### src/logic/rsmd_pkg.sv
// rs-485 direction control and multidrop receive filter: shared constants and types
// assumes one clock domain, registers held by the surrounding uart except the receiver-off bit
package rsmd_pkg;
  // extra-features control bits
  localparam int unsigned EFC_NINE_BIT = 0;
  localparam int unsigned EFC_RX_OFF = 1;
  localparam int unsigned EFC_AUTO_DIR = 4;
  localparam int unsigned EFC_DIR_INV = 5;
  // enhanced-features bit: special character detect
  localparam int unsigned EFE_SPECIAL = 5;
  // interrupt-enable bit for line status
  localparam int unsigned IEN_LINE_STAT = 2;
  // modem-control bit driving the direction output
  localparam int unsigned MCTL_RTS = 1;
  // line-format parity field and forced-zero code
  localparam int unsigned LFMT_PAR_LSB = 3;
  localparam logic [2:0] LFMT_FORCE0 = 3'h7;
  // line-status parity error position
  localparam int unsigned LSTAT_PAR_ERR = 2;
  // reset values
  localparam logic RTS_IDLE = 1'b1;
  localparam logic RX_EN_RESET = 1'b0;
  typedef enum logic [2:0] {
    RSMD_IDLE = 3'b001,
    RSMD_BUSY = 3'b010,
    RSMD_DRAIN = 3'b100
  } rsmd_dir_t;
endpackage : rsmd_pkg

### src/logic/rsmd_rx_if.sv
// rsmd_rx_if: carries one received 9-bit character from main module to the filter
// assumes a single clock, valid is a one-cycle pulse
interface rsmd_rx_if;
  logic valid;
  logic [7:0] data;
  logic ninth;
  logic keep;
  logic flag;
  modport src (output valid, output data, output ninth, input keep, input flag);
  modport flt (input valid, input data, input ninth, output keep, output flag);
endinterface : rsmd_rx_if

### src/logic/rsmd_top.sv
// rsmd_top: rs-485 direction output control and 9-bit multidrop receive handling
// assumes the uart supplies register bits as levels and character/tx events as pulses
//
// Contract
// - with auto direction off the direction pin follows the inverse of modem-control bit 1, or flow control when enabled.
// - extra-features bit 4 gives the direction pin to the transmitter, overriding both other sources.
// - in auto direction mode the pin goes low on a transmit fifo write and high after the last bit.
// - extra-features bit 5 inverts the auto direction polarity.
// - extra-features bit 0 enables 9-bit mode where a ninth bit of 1 marks an address.
// - in managed multidrop with receiver off, data bytes are dropped until software clears the receiver-off bit.
// - a managed-mode address byte is stored with parity error and a line-status interrupt if enabled.
// - an enabled receiver takes data until disabled and flags each later address byte.
// - with special detect on and receiver off, data and unmatched address bytes are dropped.
// - a matching address enables the receiver, is stored with its ninth bit as parity error and interrupts if enabled.
// - while enabled, an unmatched address disables and is dropped, a match is stored with flag.
// - the receiver-off bit halts reception at once and is the enable multidrop handling sets and clears.
module rsmd_top
  import rsmd_pkg::*;
(
  input wire logic clk_i,
  input wire logic resetn_i,
  input wire logic [7:0] extra_features_control_reg_i,
  input wire logic [7:0] enhanced_features_reg_i,
  input wire logic [7:0] modem_control_reg_i,
  input wire logic [7:0] interrupt_enable_reg_i,
  input wire logic [7:0] line_format_reg_i,
  input wire logic [7:0] second_stop_char_reg_i,
  input wire logic flow_ctl_en_i,
  input wire logic flow_ctl_rts_i,
  input wire logic rx_off_wr_i,
  input wire logic rx_off_wdata_i,
  input wire logic tx_fifo_wr_i,
  input wire logic tx_done_i,
  input wire logic tx_empty_i,
  input wire logic rx_valid_i,
  input wire logic [7:0] rx_data_i,
  input wire logic rx_ninth_i,
  output logic rts_o,
  output logic receiver_off_bit_o,
  output logic rx_push_o,
  output logic [7:0] rx_push_data_o,
  output logic rx_par_err_o,
  output logic line_stat_irq_o
);
  // ==========================================================
  // direction control
  rsmd_dir_t dir_q, dir_d;
  logic auto_dir, inv;
  assign auto_dir = extra_features_control_reg_i[EFC_AUTO_DIR];
  assign inv = extra_features_control_reg_i[EFC_DIR_INV];
  always_comb begin
    dir_d = dir_q;
    case (dir_q)
      RSMD_IDLE: if (tx_fifo_wr_i) dir_d = RSMD_BUSY;
      RSMD_BUSY: if (tx_done_i && tx_empty_i && !tx_fifo_wr_i) dir_d = RSMD_IDLE;
      RSMD_DRAIN: dir_d = RSMD_IDLE;
      default: dir_d = RSMD_IDLE;
    endcase
  end
  always_ff @(posedge clk_i or negedge resetn_i) begin
    if (!resetn_i) dir_q <= RSMD_IDLE;
    else dir_q <= dir_d;
  end
  logic rts_d, rts_q;
  always_comb begin
    if (auto_dir) begin
      rts_d = (dir_q == RSMD_BUSY) ? inv : !inv;
    end else if (flow_ctl_en_i) begin
      rts_d = flow_ctl_rts_i;
    end else begin
      rts_d = !modem_control_reg_i[MCTL_RTS];
    end
  end
  always_ff @(posedge clk_i or negedge resetn_i) begin
    if (!resetn_i) rts_q <= RTS_IDLE;
    else rts_q <= rts_d;
  end
  // registered pin: no glitch while sources switch, at the cost of one cycle of lag
  assign rts_o = rts_q;

  // ==========================================================
  // multidrop receive
  // receiver enable is held here since hardware sets and clears it; software writes win
  // only when no auto-mode address character arrives in the same cycle
  rsmd_rx_if rxi ();
  assign rxi.valid = rx_valid_i;
  assign rxi.data = rx_data_i;
  assign rxi.ninth = rx_ninth_i;
  logic nine_bit, special, rx_en_q, rx_en_d;
  assign nine_bit = extra_features_control_reg_i[EFC_NINE_BIT];
  assign special = enhanced_features_reg_i[EFE_SPECIAL];
  rsmd_addr_filter u_filter (
    .rx(rxi.flt),
    .nine_bit_i(nine_bit),
    .special_i(special),
    .rx_en_i(rx_en_q),
    .match_char_i(second_stop_char_reg_i)
  );
  logic auto_mode;
  assign auto_mode = nine_bit && special;
  always_comb begin
    rx_en_d = rx_en_q;
    if (rx_off_wr_i) rx_en_d = !rx_off_wdata_i;
    if (rx_valid_i && auto_mode && rx_ninth_i) begin
      rx_en_d = rxi.keep;
    end
  end
  always_ff @(posedge clk_i or negedge resetn_i) begin
    if (!resetn_i) rx_en_q <= RX_EN_RESET;
    else rx_en_q <= rx_en_d;
  end
  assign receiver_off_bit_o = !rx_en_q;
  logic push_d, push_q, perr_d, perr_q, irq_d, irq_q;
  logic [7:0] pdata_d, pdata_q;
  always_comb begin
    push_d = rx_valid_i && rxi.keep;
    perr_d = push_d && rxi.flag;
    irq_d = perr_d && interrupt_enable_reg_i[IEN_LINE_STAT];
    pdata_d = push_d ? rx_data_i : pdata_q;
  end
  always_ff @(posedge clk_i or negedge resetn_i) begin
    if (!resetn_i) begin
      push_q <= 1'b0;
      perr_q <= 1'b0;
      irq_q <= 1'b0;
      pdata_q <= 8'h00;
    end else begin
      push_q <= push_d;
      perr_q <= perr_d;
      irq_q <= irq_d;
      pdata_q <= pdata_d;
    end
  end
  assign rx_push_o = push_q;
  assign rx_push_data_o = pdata_q;
  assign rx_par_err_o = perr_q;
  assign line_stat_irq_o = irq_q;

  // ==========================================================
  // direction checks
  a_auto_low: assert property (@(posedge clk_i) disable iff (!resetn_i)
    auto_dir && !inv && dir_q == RSMD_BUSY |=> !rts_o)
    else $error("rts not low");
  a_inv_high: assert property (@(posedge clk_i) disable iff (!resetn_i)
    auto_dir && inv && dir_q == RSMD_BUSY |=> rts_o)
    else $error("inv rts not high");
  a_wr_busy: assert property (@(posedge clk_i) disable iff (!resetn_i)
    tx_fifo_wr_i |=> dir_q == RSMD_BUSY)
    else $error("write did not start");
  // release shows two edges after the last bit: state first, then the pin register
  a_done_high: assert property (@(posedge clk_i) disable iff (!resetn_i)
    auto_dir && !inv && dir_q == RSMD_BUSY && tx_done_i && tx_empty_i && !tx_fifo_wr_i
    |=> ##1 rts_o)
    else $error("rts not released");
  a_done_inv: assert property (@(posedge clk_i) disable iff (!resetn_i)
    auto_dir && inv && dir_q == RSMD_BUSY && tx_done_i && tx_empty_i && !tx_fifo_wr_i
    |=> ##1 !rts_o)
    else $error("inverted rts not released");
  a_modem_src: assert property (@(posedge clk_i) disable iff (!resetn_i)
    !auto_dir && !flow_ctl_en_i |=> rts_o == !$past(modem_control_reg_i[MCTL_RTS]))
    else $error("modem source wrong");
  a_flow_src: assert property (@(posedge clk_i) disable iff (!resetn_i)
    !auto_dir && flow_ctl_en_i |=> rts_o == $past(flow_ctl_rts_i))
    else $error("flow source wrong");

  // ==========================================================
  // receive checks
  a_drop_data: assert property (@(posedge clk_i) disable iff (!resetn_i)
    rx_valid_i && nine_bit && !special && !rx_ninth_i && !rx_en_q |=> !rx_push_o)
    else $error("data not dropped");
  a_mgd_data: assert property (@(posedge clk_i) disable iff (!resetn_i)
    rx_valid_i && nine_bit && !special && !rx_ninth_i && rx_en_q |=> rx_push_o && !rx_par_err_o)
    else $error("managed data not kept");
  a_addr_flag: assert property (@(posedge clk_i) disable iff (!resetn_i)
    rx_valid_i && nine_bit && !special && rx_ninth_i |=> rx_push_o && rx_par_err_o)
    else $error("address not flagged");
  a_match_en: assert property (@(posedge clk_i) disable iff (!resetn_i)
    rx_valid_i && auto_mode && rx_ninth_i && rx_data_i == second_stop_char_reg_i
    |=> rx_en_q && rx_push_o)
    else $error("match not taken");
  a_miss_off: assert property (@(posedge clk_i) disable iff (!resetn_i)
    rx_valid_i && auto_mode && rx_ninth_i && rx_data_i != second_stop_char_reg_i
    |=> !rx_en_q && !rx_push_o)
    else $error("miss not dropped");
  a_auto_data: assert property (@(posedge clk_i) disable iff (!resetn_i)
    rx_valid_i && auto_mode && !rx_ninth_i && !rx_en_q |=> !rx_push_o)
    else $error("data kept");
  a_auto_keep: assert property (@(posedge clk_i) disable iff (!resetn_i)
    rx_valid_i && auto_mode && !rx_ninth_i && rx_en_q |=> rx_push_o && !rx_par_err_o)
    else $error("auto data not kept");
  a_norm_pass: assert property (@(posedge clk_i) disable iff (!resetn_i)
    rx_valid_i && !nine_bit && rx_en_q |=> rx_push_o && !rx_par_err_o)
    else $error("normal char not kept");
  a_norm_drop: assert property (@(posedge clk_i) disable iff (!resetn_i)
    rx_valid_i && !nine_bit && !rx_en_q |=> !rx_push_o)
    else $error("char kept while off");
  // an auto-mode address arriving with the write overrides it, so it is left out here
  a_off_halt: assert property (@(posedge clk_i) disable iff (!resetn_i)
    rx_off_wr_i && rx_off_wdata_i && !(rx_valid_i && auto_mode && rx_ninth_i) |=> receiver_off_bit_o)
    else $error("receiver not halted");
  a_on_write: assert property (@(posedge clk_i) disable iff (!resetn_i)
    rx_off_wr_i && !rx_off_wdata_i && !(rx_valid_i && auto_mode && rx_ninth_i) |=> !receiver_off_bit_o)
    else $error("receiver not enabled");
  a_push_data: assert property (@(posedge clk_i) disable iff (!resetn_i)
    rx_push_o |-> rx_push_data_o == $past(rx_data_i))
    else $error("pushed byte wrong");
  a_irq_gate: assert property (@(posedge clk_i) disable iff (!resetn_i)
    line_stat_irq_o |-> rx_par_err_o)
    else $error("irq without flag");
  a_irq_en: assert property (@(posedge clk_i) disable iff (!resetn_i)
    rx_par_err_o && $past(interrupt_enable_reg_i[IEN_LINE_STAT]) |-> line_stat_irq_o)
    else $error("enabled irq missing");

  // ==========================================================
  // coverage
  c_auto_frame: cover property (@(posedge clk_i) disable iff (!resetn_i)
    auto_dir && tx_fifo_wr_i ##[1:50] rts_o);
  c_addr_match: cover property (@(posedge clk_i) disable iff (!resetn_i)
    auto_mode && rx_push_o && rx_par_err_o);
  c_managed_addr: cover property (@(posedge clk_i) disable iff (!resetn_i)
    nine_bit && !special && line_format_reg_i[LFMT_PAR_LSB +: 3] == LFMT_FORCE0 && line_stat_irq_o);
  c_auto_data: cover property (@(posedge clk_i) disable iff (!resetn_i)
    auto_mode && rx_push_o && !rx_par_err_o);
endmodule : rsmd_top

### src/logic/rsmd_addr_filter.sv
// rsmd_addr_filter: decides keep/flag for a received character in multidrop modes
// assumes the caller qualifies the result with the character's valid pulse
module rsmd_addr_filter
  import rsmd_pkg::*;
(
  rsmd_rx_if.flt rx,
  input wire logic nine_bit_i,
  input wire logic special_i,
  input wire logic rx_en_i,
  input wire logic [7:0] match_char_i
);
  logic hit;
  always_comb begin
    hit = rx.ninth && (rx.data == match_char_i);
    rx.keep = 1'b1;
    rx.flag = 1'b0;
    if (nine_bit_i && special_i) begin
      // an enabled receiver still takes data bytes; only addresses go through the match
      rx.keep = rx.ninth ? hit : rx_en_i;
      rx.flag = hit && rx.ninth;
    end else if (nine_bit_i) begin
      rx.keep = rx.ninth || rx_en_i;
      rx.flag = rx.ninth;
    end else begin
      rx.keep = rx_en_i;
    end
  end
endmodule : rsmd_addr_filter

### config.mk
export PLATFORM = sky130hd
export DESIGN_NAME = rsmd_top
export DESIGN_NICKNAME = d
export VERILOG_FILES = /design/src/logic/rsmd_pkg.sv /design/src/logic/rsmd_rx_if.sv /design/src/logic/rsmd_top.sv /design/src/logic/rsmd_addr_filter.sv
export SDC_FILE = /design/constraint.sdc
export NUM_CORES = 1
export LEC_CHECK = 0
export BUFFER_PORTS_ARGS = -buffer_cell sky130_fd_sc_hd__buf_2
export CAP_MARGIN = 20
export CORE_ASPECT_RATIO = 1.4
export CORE_MARGIN = 2
export CORE_UTILIZATION = 35
export DETAILED_ROUTE_END_ITERATION = 10
export PLACE_DENSITY = 0.83
export SLEW_MARGIN = 0
export SYNTH_ARGS = -nofsm -noshare
export SYNTH_HDL_FRONTEND = slang
export SYNTH_SLANG_ARGS = --single-unit
export TNS_END_PERCENT = 20
### constraint.sdc
create_clock -name clk_i -period 4 [get_ports clk_i]
set_input_delay 0.2 -clock clk_i [delete_from_list [all_inputs] [get_ports clk_i]]
set_output_delay 0.2 -clock clk_i [all_outputs]
set_load 0.02 [all_outputs]
==> results.toml, run 1 <==
[route]
viasPerCell = 4.64
drtPass1Iterations = 2
drt_wl_total_um = 1480
drtIter0Drc = 2
dr_total_vias = 599
post_drt_wl_per_cell_um = 11.5
ant_nets = 0
remaining_drc_errors = 0

[synthesis]
synthTopCellsByCount = "13 x dfrtp_1, 8 x mux2_2, 7 x xor2_1, 4 x inv_1"
synth-seq-cells = 15
yosysUniqueCellTypes = 22
ys_seq_area_frac = 0.543
synth.avg_cell_area_um2 = 12.0
synth.most_common_cell = "dfrtp_1"
synth-async-reset-ratio = 1.00
ys.warnings.count = 0
yosys_most_used_dff = "dfrtp_1"
syn-cell-area_um2 = 696
syn-num-nets = 125
netlist_top_cells_area = "dfrtp_1 47%, mux2_2 13%, xor2_1 8.8%"
yosysTopAreaCellShare = 0.468
synthDominantAreaCellType = "dfrtp_1"
synth_edf_count = 0
syn_inst = 58

[die]
fp.dieW_um = 41.7
core_area_um2 = 1930
die_height_um = 56.8
rows = 19
start_util = 0.361
ios = 80
die_area_um2 = 2370

[cells_and_area]
fin_cells = 129
nNetsFinal = 176
fill_cells = 196
drive_above_1_share = 0.546
area_growth_syn_to_layout_pct = 41.4
stdcell_area_um2 = 983
antenna_cells = 0

[clocking]
numClockSinks = 15
cts_tree = "built"
cts_buffers = 3
clk_pin_slew_ns = 0.09
root_buffer = "clkbuf_4"
ctsHoldBuffers = 1
cts_resized = 0
h-tree-depth = 1
insertion_delay_ns = 0.27
cts_max_path_buffers = 2
post-cts-setup-buffers = 0

[run]
drv_cap = 0

[place]
dp_hpwl_um = 1210
port_buffers = 45
postPlaceCellArea_um2 = 947
place_congestion = 0.732
post-place-cells = 124

[global_route]
grt_pass1_wl_um = 2600
grt_antenna_before_repair = 0
grt_max_degree = 16
grt_pass1_vias = 637
grt-ovfl-total = 0
grt_use_total = 0.141

[timing]
tightestPinTransition_ns = 0.486
post-route-period-util = 0.382
relSlewSlack = 0.675
fin_crit_ns = 1.53
hold_viol_final = 0
rsz0062_at_grt = "false"
fin_setup_tns_ns = 0
whs_ns = 0.0744
skew_ns = 0.00135
fmax_mhz = 655
slew_viol_final = 0
setup_violations = 0

[critical_path]
start_kind = "register"
critPathRequiredTime_ns = 4.16
cp_max_fo = 9
path_class = "reg2reg"
path_buf_inv = 0
max_stage_delay_ns = 0.43
arrival_ns = 1.69
crit_family = "compound AO/OA/AOI/OAI gates"
crit_chain = "a21oi_1 -> a31oi_1 -> a2bb2oi_2 -> mux2_2"
crit_slowest_cell = "a2bb2oi_2"
cp-end-kind = "register"

[worst_hold_path]
hold_path_class = "in2reg"

[run_status]
status = "complete, no violations"

[power]
powerDensity_nw_per_um2 = 410
leakage_nw = 0.507
ir_drop_mv = 0.196
==> power by group <==
part	switching [W]	leakage, nW	internal, W
Clock	0.0000457	0.0150	0.0000386
Sequential	0.0000127	0.179	0.000186
Combinational	0.0000657	0.313	0.0000548
==> cell families after synthesis <==
family / count (synthesis) / synth area share
flops: 15 / 0.543
simple gates: 13 / 0.101
xor+xnor: 9 / 0.113
mux: 9 / 0.144
compound gates: 8 / 0.0773
buf+inv: 4 / 0.0216
==> placed cells by master, fill, tap and decap left out, drive strengths merged, types with 2 or more instances in the layout <==
cell type	n
mux2	8
dfrtp	13
nor2	2
nand2	3
a21oi	2
inv	4
o21ai	3
xor2	7
dfstp	2
xnor2	2
buf	45
clkbuf	4
==> worst reg2reg max path, stage by stage (launching register included) <==
cell,delay [ns]
dfrtp_1,0.41
a21oi_1,0.12
a31oi_1,0.06
a2bb2oi_2,0.43
mux2_2,0.39
==> flip-flops by register name, indices dropped and copies added, names as in the netlist <==
name and flops:
rx_par_err_o 1, rts_o 1, rx_en_q 1, dir_q 2, rx_push_data_o 8, line_stat_irq_o 1, rx_push_o 1
==> final timing paths <==
path,from,end,slack (ns),cells after the start
setup / recovery,rx_en_q,rx_push_data_o[5],2.47,4
max in group asynchronous,resetn_i,rts_o,3.36,2
hold reg to reg,rx_push_data_o[7],rx_push_data_o[7],0.51,1
hold / removal,extra_features_control_reg_i[4],rts_o,0.07,2
min in group asynchronous,resetn_i,rx_push_data_o[7],0.35,2
setup reg to reg,rx_en_q,rx_push_data_o[5],2.47,4
==> per-stage QoR <==
step,utilization,power [W],setup slack [ns]
2_1_floorplan,-,0.000271,2.64
3_3_place_gp,0.492,0.000317,2.34
3_5_place_dp,0.492,0.000324,2.32
4_1_cts,0.511,0.000412,2.44
5_1_grt,0.511,0.000430,2.38
6_report,0.511,0.000403,2.47
==> layer usage <==
layer	routed length (µm)	vias to the layer above	part of all wire	GRT usage
li1	-	300	-	-
met3	111	2	0.075	0.0289
met2	761	31	0.51	0.243
met4	12	0	0.0081	0.0553
met1	597	266	0.40	0.167
met5	0	-	0	0
==> layout make-up <==
class                      count  area, µm²  share of cell area
sequential                    15        378               0.384
multi-input combinational     39        303               0.308
timing repair buffer          46        235               0.239
clock buffer                   4       26.3              0.0267
tap                           21       26.3              0.0267
inverter                       4       15.0              0.0153
Power figures use the tool's default switching activity.
==> inputs of run 2 (changes only) <==
- CORE_UTILIZATION: 35 -> 29
- PLACE_DENSITY: 0.83 -> 0.74
- clock period: 4 -> 1.4 ns (I/O delays scaled with it)
==> run 2 against run 1 <==
Hold slack worse by 0.025 ns. Critical path type unchanged. Combinational power grew to 3.1 times the previous value. Critical path depth is 1 higher. Highest routed layer unchanged. Largest cell class unchanged. Via count is 10% higher. Sequential power rose to 2.9 times the previous value.
==> results.toml, run 2 (synthesis results as in run 1) <==
[clocking]
cts_max_path_buffers = 2
h-tree-depth = 1
root_buffer = "clkbuf_4"
clk_pin_slew_ns = 0.09
cts_tree = "built"
numClockSinks = 15
insertion_delay_ns = 0.27
cts_buffers = 3

[cells_and_area]
final_core_util = 0.461
fin_cells = 142
fill_cells = 225
largest_reg_flops = 8
layout_commonest_cell = "buf_2"
antenna_cells = 0
mostFrequentLayoutCells = "45 x buf_2, 13 x dfrtp_1, 8 x mux2_2, 8 x buf_4, 7 x xor2_1"
nNetsFinal = 187
drive_above_1_share = 0.580
area_growth_syn_to_layout_pct = 55.0

[die]
fp.dieW_um = 45.4
core_area_um2 = 2340
die_area_um2 = 2810
start_util = 0.297
ios = 80
die_height_um = 62.0
rows = 21

[run_status]
status = "complete, no violations"

[place]
dp_hpwl_um = 1350
place_congestion = 0.784
port_buffers = 45
post-place-cells = 134
dp_slack_ns = -0.120

[power]
sw_frac_of_total = 0.307
pwr-share-clk = 0.201
seqPwrFrac = 0.483
leakage_nw = 0.562
p_switching_w = 0.000362
ir_drop_mv = 0.470
p_int_w = 0.000817
total_power_w = 0.00118
p_comb_frac = 0.316
powerDensity_nw_per_um2 = 1090

[global_route]
gr-max-usage-layer = "met2"
grt_max_degree = 16
grt_use_total = 0.123
grt_pass1_vias = 668
met1_usage = 0.129
grt_use_met3 = 0.0202
grt_antenna_before_repair = 0
grt_pass1_wl_um = 2530
use_met2 = 0.227
grt-ovfl-total = 0

[critical_path]
critPathRequiredTime_ns = 1.57
start_kind = "register"
max_stage_delay_ns = 0.41
arrival_ns = 1.51
crit_family = "flip-flops"
crit_slowest_cell = "dfrtp_1"
cp-end-kind = "register"
cp_max_fo = 4
path_class = "reg2reg"
crit_chain = "a21oi_1 -> a31oi_1 -> a2bb2oi_2 -> buf_4 -> mux2_2"
path_buf_inv = 1

[timing]
relSlewSlack = 0.784
skew_ns = 0.000923
setup_slack_ns = 0.0552
tightestPinTransition_ns = 0.324
fin_crit_ns = 1.34
hold_viol_final = 0
whs_ns = 0.0498
fmax_mhz = 744
slew_viol_final = 0
setup_violations = 0
post-route-period-util = 0.961

[route]
drtIter0Drc = 4
viasPerCell = 4.65
post_drt_wl_per_cell_um = 11.2
drtPass1Iterations = 4
ant_nets = 0
dr_total_vias = 661
drt_wl_total_um = 1590
remaining_drc_errors = 0

[run]
drv_cap = 0

[worst_hold_path]
hold_path_class = "in2reg"
[run 2: timing repair]
| action | in CTS | in global routing |
|---|---|---|
| endpoints found under the setup margin | 0 | 3 |
| gates resized for setup | 0 | 1 |
| hold buffers | 3 | 0 |
| hold endpoints to repair | 17 | 0 |
| buffers inserted | 0 | 1 |
[run 2: power groups by stage]
stage / clock network [W] / registers, W / logic (W)
floorplan: 0 / 0.000643 / 0.000132
global placement: 0 / 0.000571 / 0.000355
detailed placement: 0 / 0.000580 / 0.000366
CTS: 0.000252 / 0.000571 / 0.000374
global route: 0.000267 / 0.000580 / 0.000407
finish: 0.000237 / 0.000569 / 0.000373
[run 2: final timing paths]
path                                          end              start  slack (ns)  cells after the start
worst max register to register  rx_push_data_o[7]            rx_en_q        0.06                      5
worst max-delay path            rx_push_data_o[7]            rx_en_q        0.06                      5
worst min-delay path            rx_push_data_o[1]       rx_data_i[1]        0.05                      2
worst min register to register  rx_push_data_o[2]  rx_push_data_o[2]        0.51                      1
max in group asynchronous                   rts_o           resetn_i        0.89                      2
min in group asynchronous                dir_q[1]           resetn_i        0.22                      2
[run 2: worst reg2reg max path: stages (launching register included)]
cell and delay, ns:
dfrtp_1 0.41, a21oi_1 0.12, a31oi_1 0.06, a2bb2oi_2 0.17
buf_4 0.15, mux2_2 0.33
[run 2: through the flow]
step,instance area [µm²],TNS (ns)
2_1_floorplan,696,0
4_1_cts,1070,0
5_1_grt,1080,-0.0106
3_3_place_gp,1010,-0.953
3_5_place_dp,1010,-0.862
6_report,1080,0
[run 2: routing by layer]
metal	wire, µm	up-vias
met5	0	-
met4	29	0
met3	128	6
met2	858	35
met1	571	299
li1	-	321
[run 2: area by class of cell]
| type | count | area (µm²) | area share |
|---|---|---|---|
| timing repair buffer | 57 | 327 | 0.303 |
| clock inverter | 1 | 5.00 | 0.00464 |
| multi-input combinational | 39 | 303 | 0.281 |
| sequential | 15 | 378 | 0.350 |
| clock buffer | 3 | 22.5 | 0.0209 |
| tap | 23 | 28.8 | 0.0267 |
| inverter | 4 | 15.0 | 0.0139 |
==> inputs of run 3 (changes only) <==
- PLACE_DENSITY: 0.74 -> unset
- PLACE_DENSITY_LB_ADDON: unset -> 0.08
==> run 3 against run 2 <==
Maximum frequency rose by 0.98%. Critical path depth did not move. Sequential power barely moved. Largest power group unchanged. Critical endpoint is now rx_push_data_o[3]. Clock power rose by 4%.
==> results.toml, run 3 (synthesis results as in run 1) <==
[timing]
relSlewSlack = 0.767
hold_viol_final = 0
setup_violations = 0
fin_crit_ns = 1.33
fmax_mhz = 751
skew_ns = 0.00269
whs_ns = 0.0423
slew_viol_final = 0
tightestPinTransition_ns = 0.350
post-route-period-util = 0.951
rsz0062_at_grt = "true"

[route]
drtPass1Iterations = 2
dr_total_vias = 649
drtIter0Drc = 10
post_drt_wl_per_cell_um = 11.2
ant_nets = 0
remaining_drc_errors = 0
viasPerCell = 4.60
drt_wl_total_um = 1590

[place]
dp_hpwl_um = 1290
port_buffers = 45
place_congestion = 0.652

[die]
rows = 21
start_util = 0.297
fp.dieW_um = 45.4
die_area_um2 = 2810
die_height_um = 62.0
ios = 80
core_area_um2 = 2340

[critical_path]
arrival_ns = 1.50
path_class = "reg2reg"
start_kind = "register"
cp_max_fo = 3
critPathRequiredTime_ns = 1.57
cp-end-kind = "register"

[global_route]
grt_pass1_wl_um = 2390
grt-ovfl-total = 0
grt_antenna_before_repair = 0
grt_pass1_vias = 598
grt_max_degree = 16
grt_use_total = 0.121

[clocking]
cts_max_path_buffers = 2
insertion_delay_ns = 0.28
clk_pin_slew_ns = 0.09
numClockSinks = 15
root_buffer = "clkbuf_4"
cts_buffers = 3
h-tree-depth = 1
cts_tree = "built"

[cells_and_area]
drive_above_1_share = 0.576
layout_commonest_cell = "buf_2"
antenna_cells = 0
fill_cells = 233
mostFrequentLayoutCells = "45 x buf_2, 13 x dfrtp_1, 7 x xor2_1, 7 x buf_4, 6 x mux2_2"
area_growth_syn_to_layout_pct = 55.4
largest_reg_flops = 8
final_core_util = 0.462
nNetsFinal = 186

[power]
ir_drop_mv = 0.503
sw_frac_of_total = 0.307
leakage_nw = 0.565
total_power_w = 0.00120
p_comb_frac = 0.318
p_int_w = 0.000829
powerDensity_nw_per_um2 = 1110
p_switching_w = 0.000366
seqPwrFrac = 0.476
pwr-share-clk = 0.206

[worst_hold_path]
hold_path_class = "in2reg"

[run]
drv_cap = 0

[run_status]
status = "complete, no violations"
-- run 3: cell count changes in the layout (fill, tap and decap cells not counted) --
| cell | previous run | this run |
|---|---|---|
| mux2_4 | 0 | 2 |
| a21oi_1 | 2 | 1 |
| a21oi_2 | 0 | 1 |
| mux2_2 | 8 | 6 |
| buf_4 | 8 | 7 |
| clkbuf_1 | 0 | 1 |
| clkinv_2 | 1 | 0 |
-- run 3: power by group through the flow --
stage | combinational [W] | clock [W] | sequential, W
after floorplan | 0.000132 | 0 | 0.000643
after global placement | 0.000359 | 0 | 0.000573
after detailed placement | 0.000364 | 0 | 0.000580
after CTS | 0.000371 | 0.000260 | 0.000571
after global routing | 0.000417 | 0.000267 | 0.000582
final | 0.000381 | 0.000246 | 0.000569
-- run 3: what timing repair did --
item                       CTS  global route
setup endpoints to repair    0             8
hold buffers                 3             0
hold endpoints to repair    17             0
setup buffers                0             1
resized for setup            0             4
-- run 3: path summary, 6_finish.rpt --
kind	startpoint	endpoint	slack [ns]	cells after the start
worst max-delay path	rx_en_q	rx_push_data_o[3]	0.07	5
worst min-delay path	rx_data_i[6]	rx_push_data_o[6]	0.04	2
worst max register to register	rx_en_q	rx_push_data_o[3]	0.07	5
worst min register to register	rx_push_data_o[3]	rx_push_data_o[3]	0.51	1
max in group asynchronous	resetn_i	rts_o	0.88	2
min in group asynchronous	resetn_i	rx_push_o	0.22	2
-- run 3: layout make-up --
class,count,area (µm²),share of cell area
inverters,4,15.0,0.0139
repair buffers,56,319,0.295
flip-flops and latches,15,378,0.350
well taps,23,28.8,0.0266
multi-input cells,39,314,0.291
clock buffers,4,26.3,0.0243
-- run 3: per-stage QoR --
stage	area, µm²	setup TNS (ns)	setup WS, ns	std cells
finish	1080	0	0.0683	141
global placement	1000	-1.25	-0.163	133
CTS	1060	0	0.0553	140
global route	1080	-0.00272	-0.00113	141
detailed placement	1000	-1.43	-0.182	133
floorplan	696	0	0.0518	58
-- run 3: critical path, stage by stage, from the launching register on --
cell and delay, ns:
dfrtp_1 0.40, a21oi_2 0.10, a31oi_1 0.06, a2bb2oi_2 0.19, buf_4 0.16, mux2_2 0.32
-- run 3: routing by layer --
metal | track usage | wire length (µm) | part of all wire
met1 | 0.122 | 575 | 0.36
met2 | 0.225 | 863 | 0.54
met3 | 0.0202 | 112 | 0.071
met4 | 0.0756 | 35 | 0.022
met5 | 0 | 0 | 0
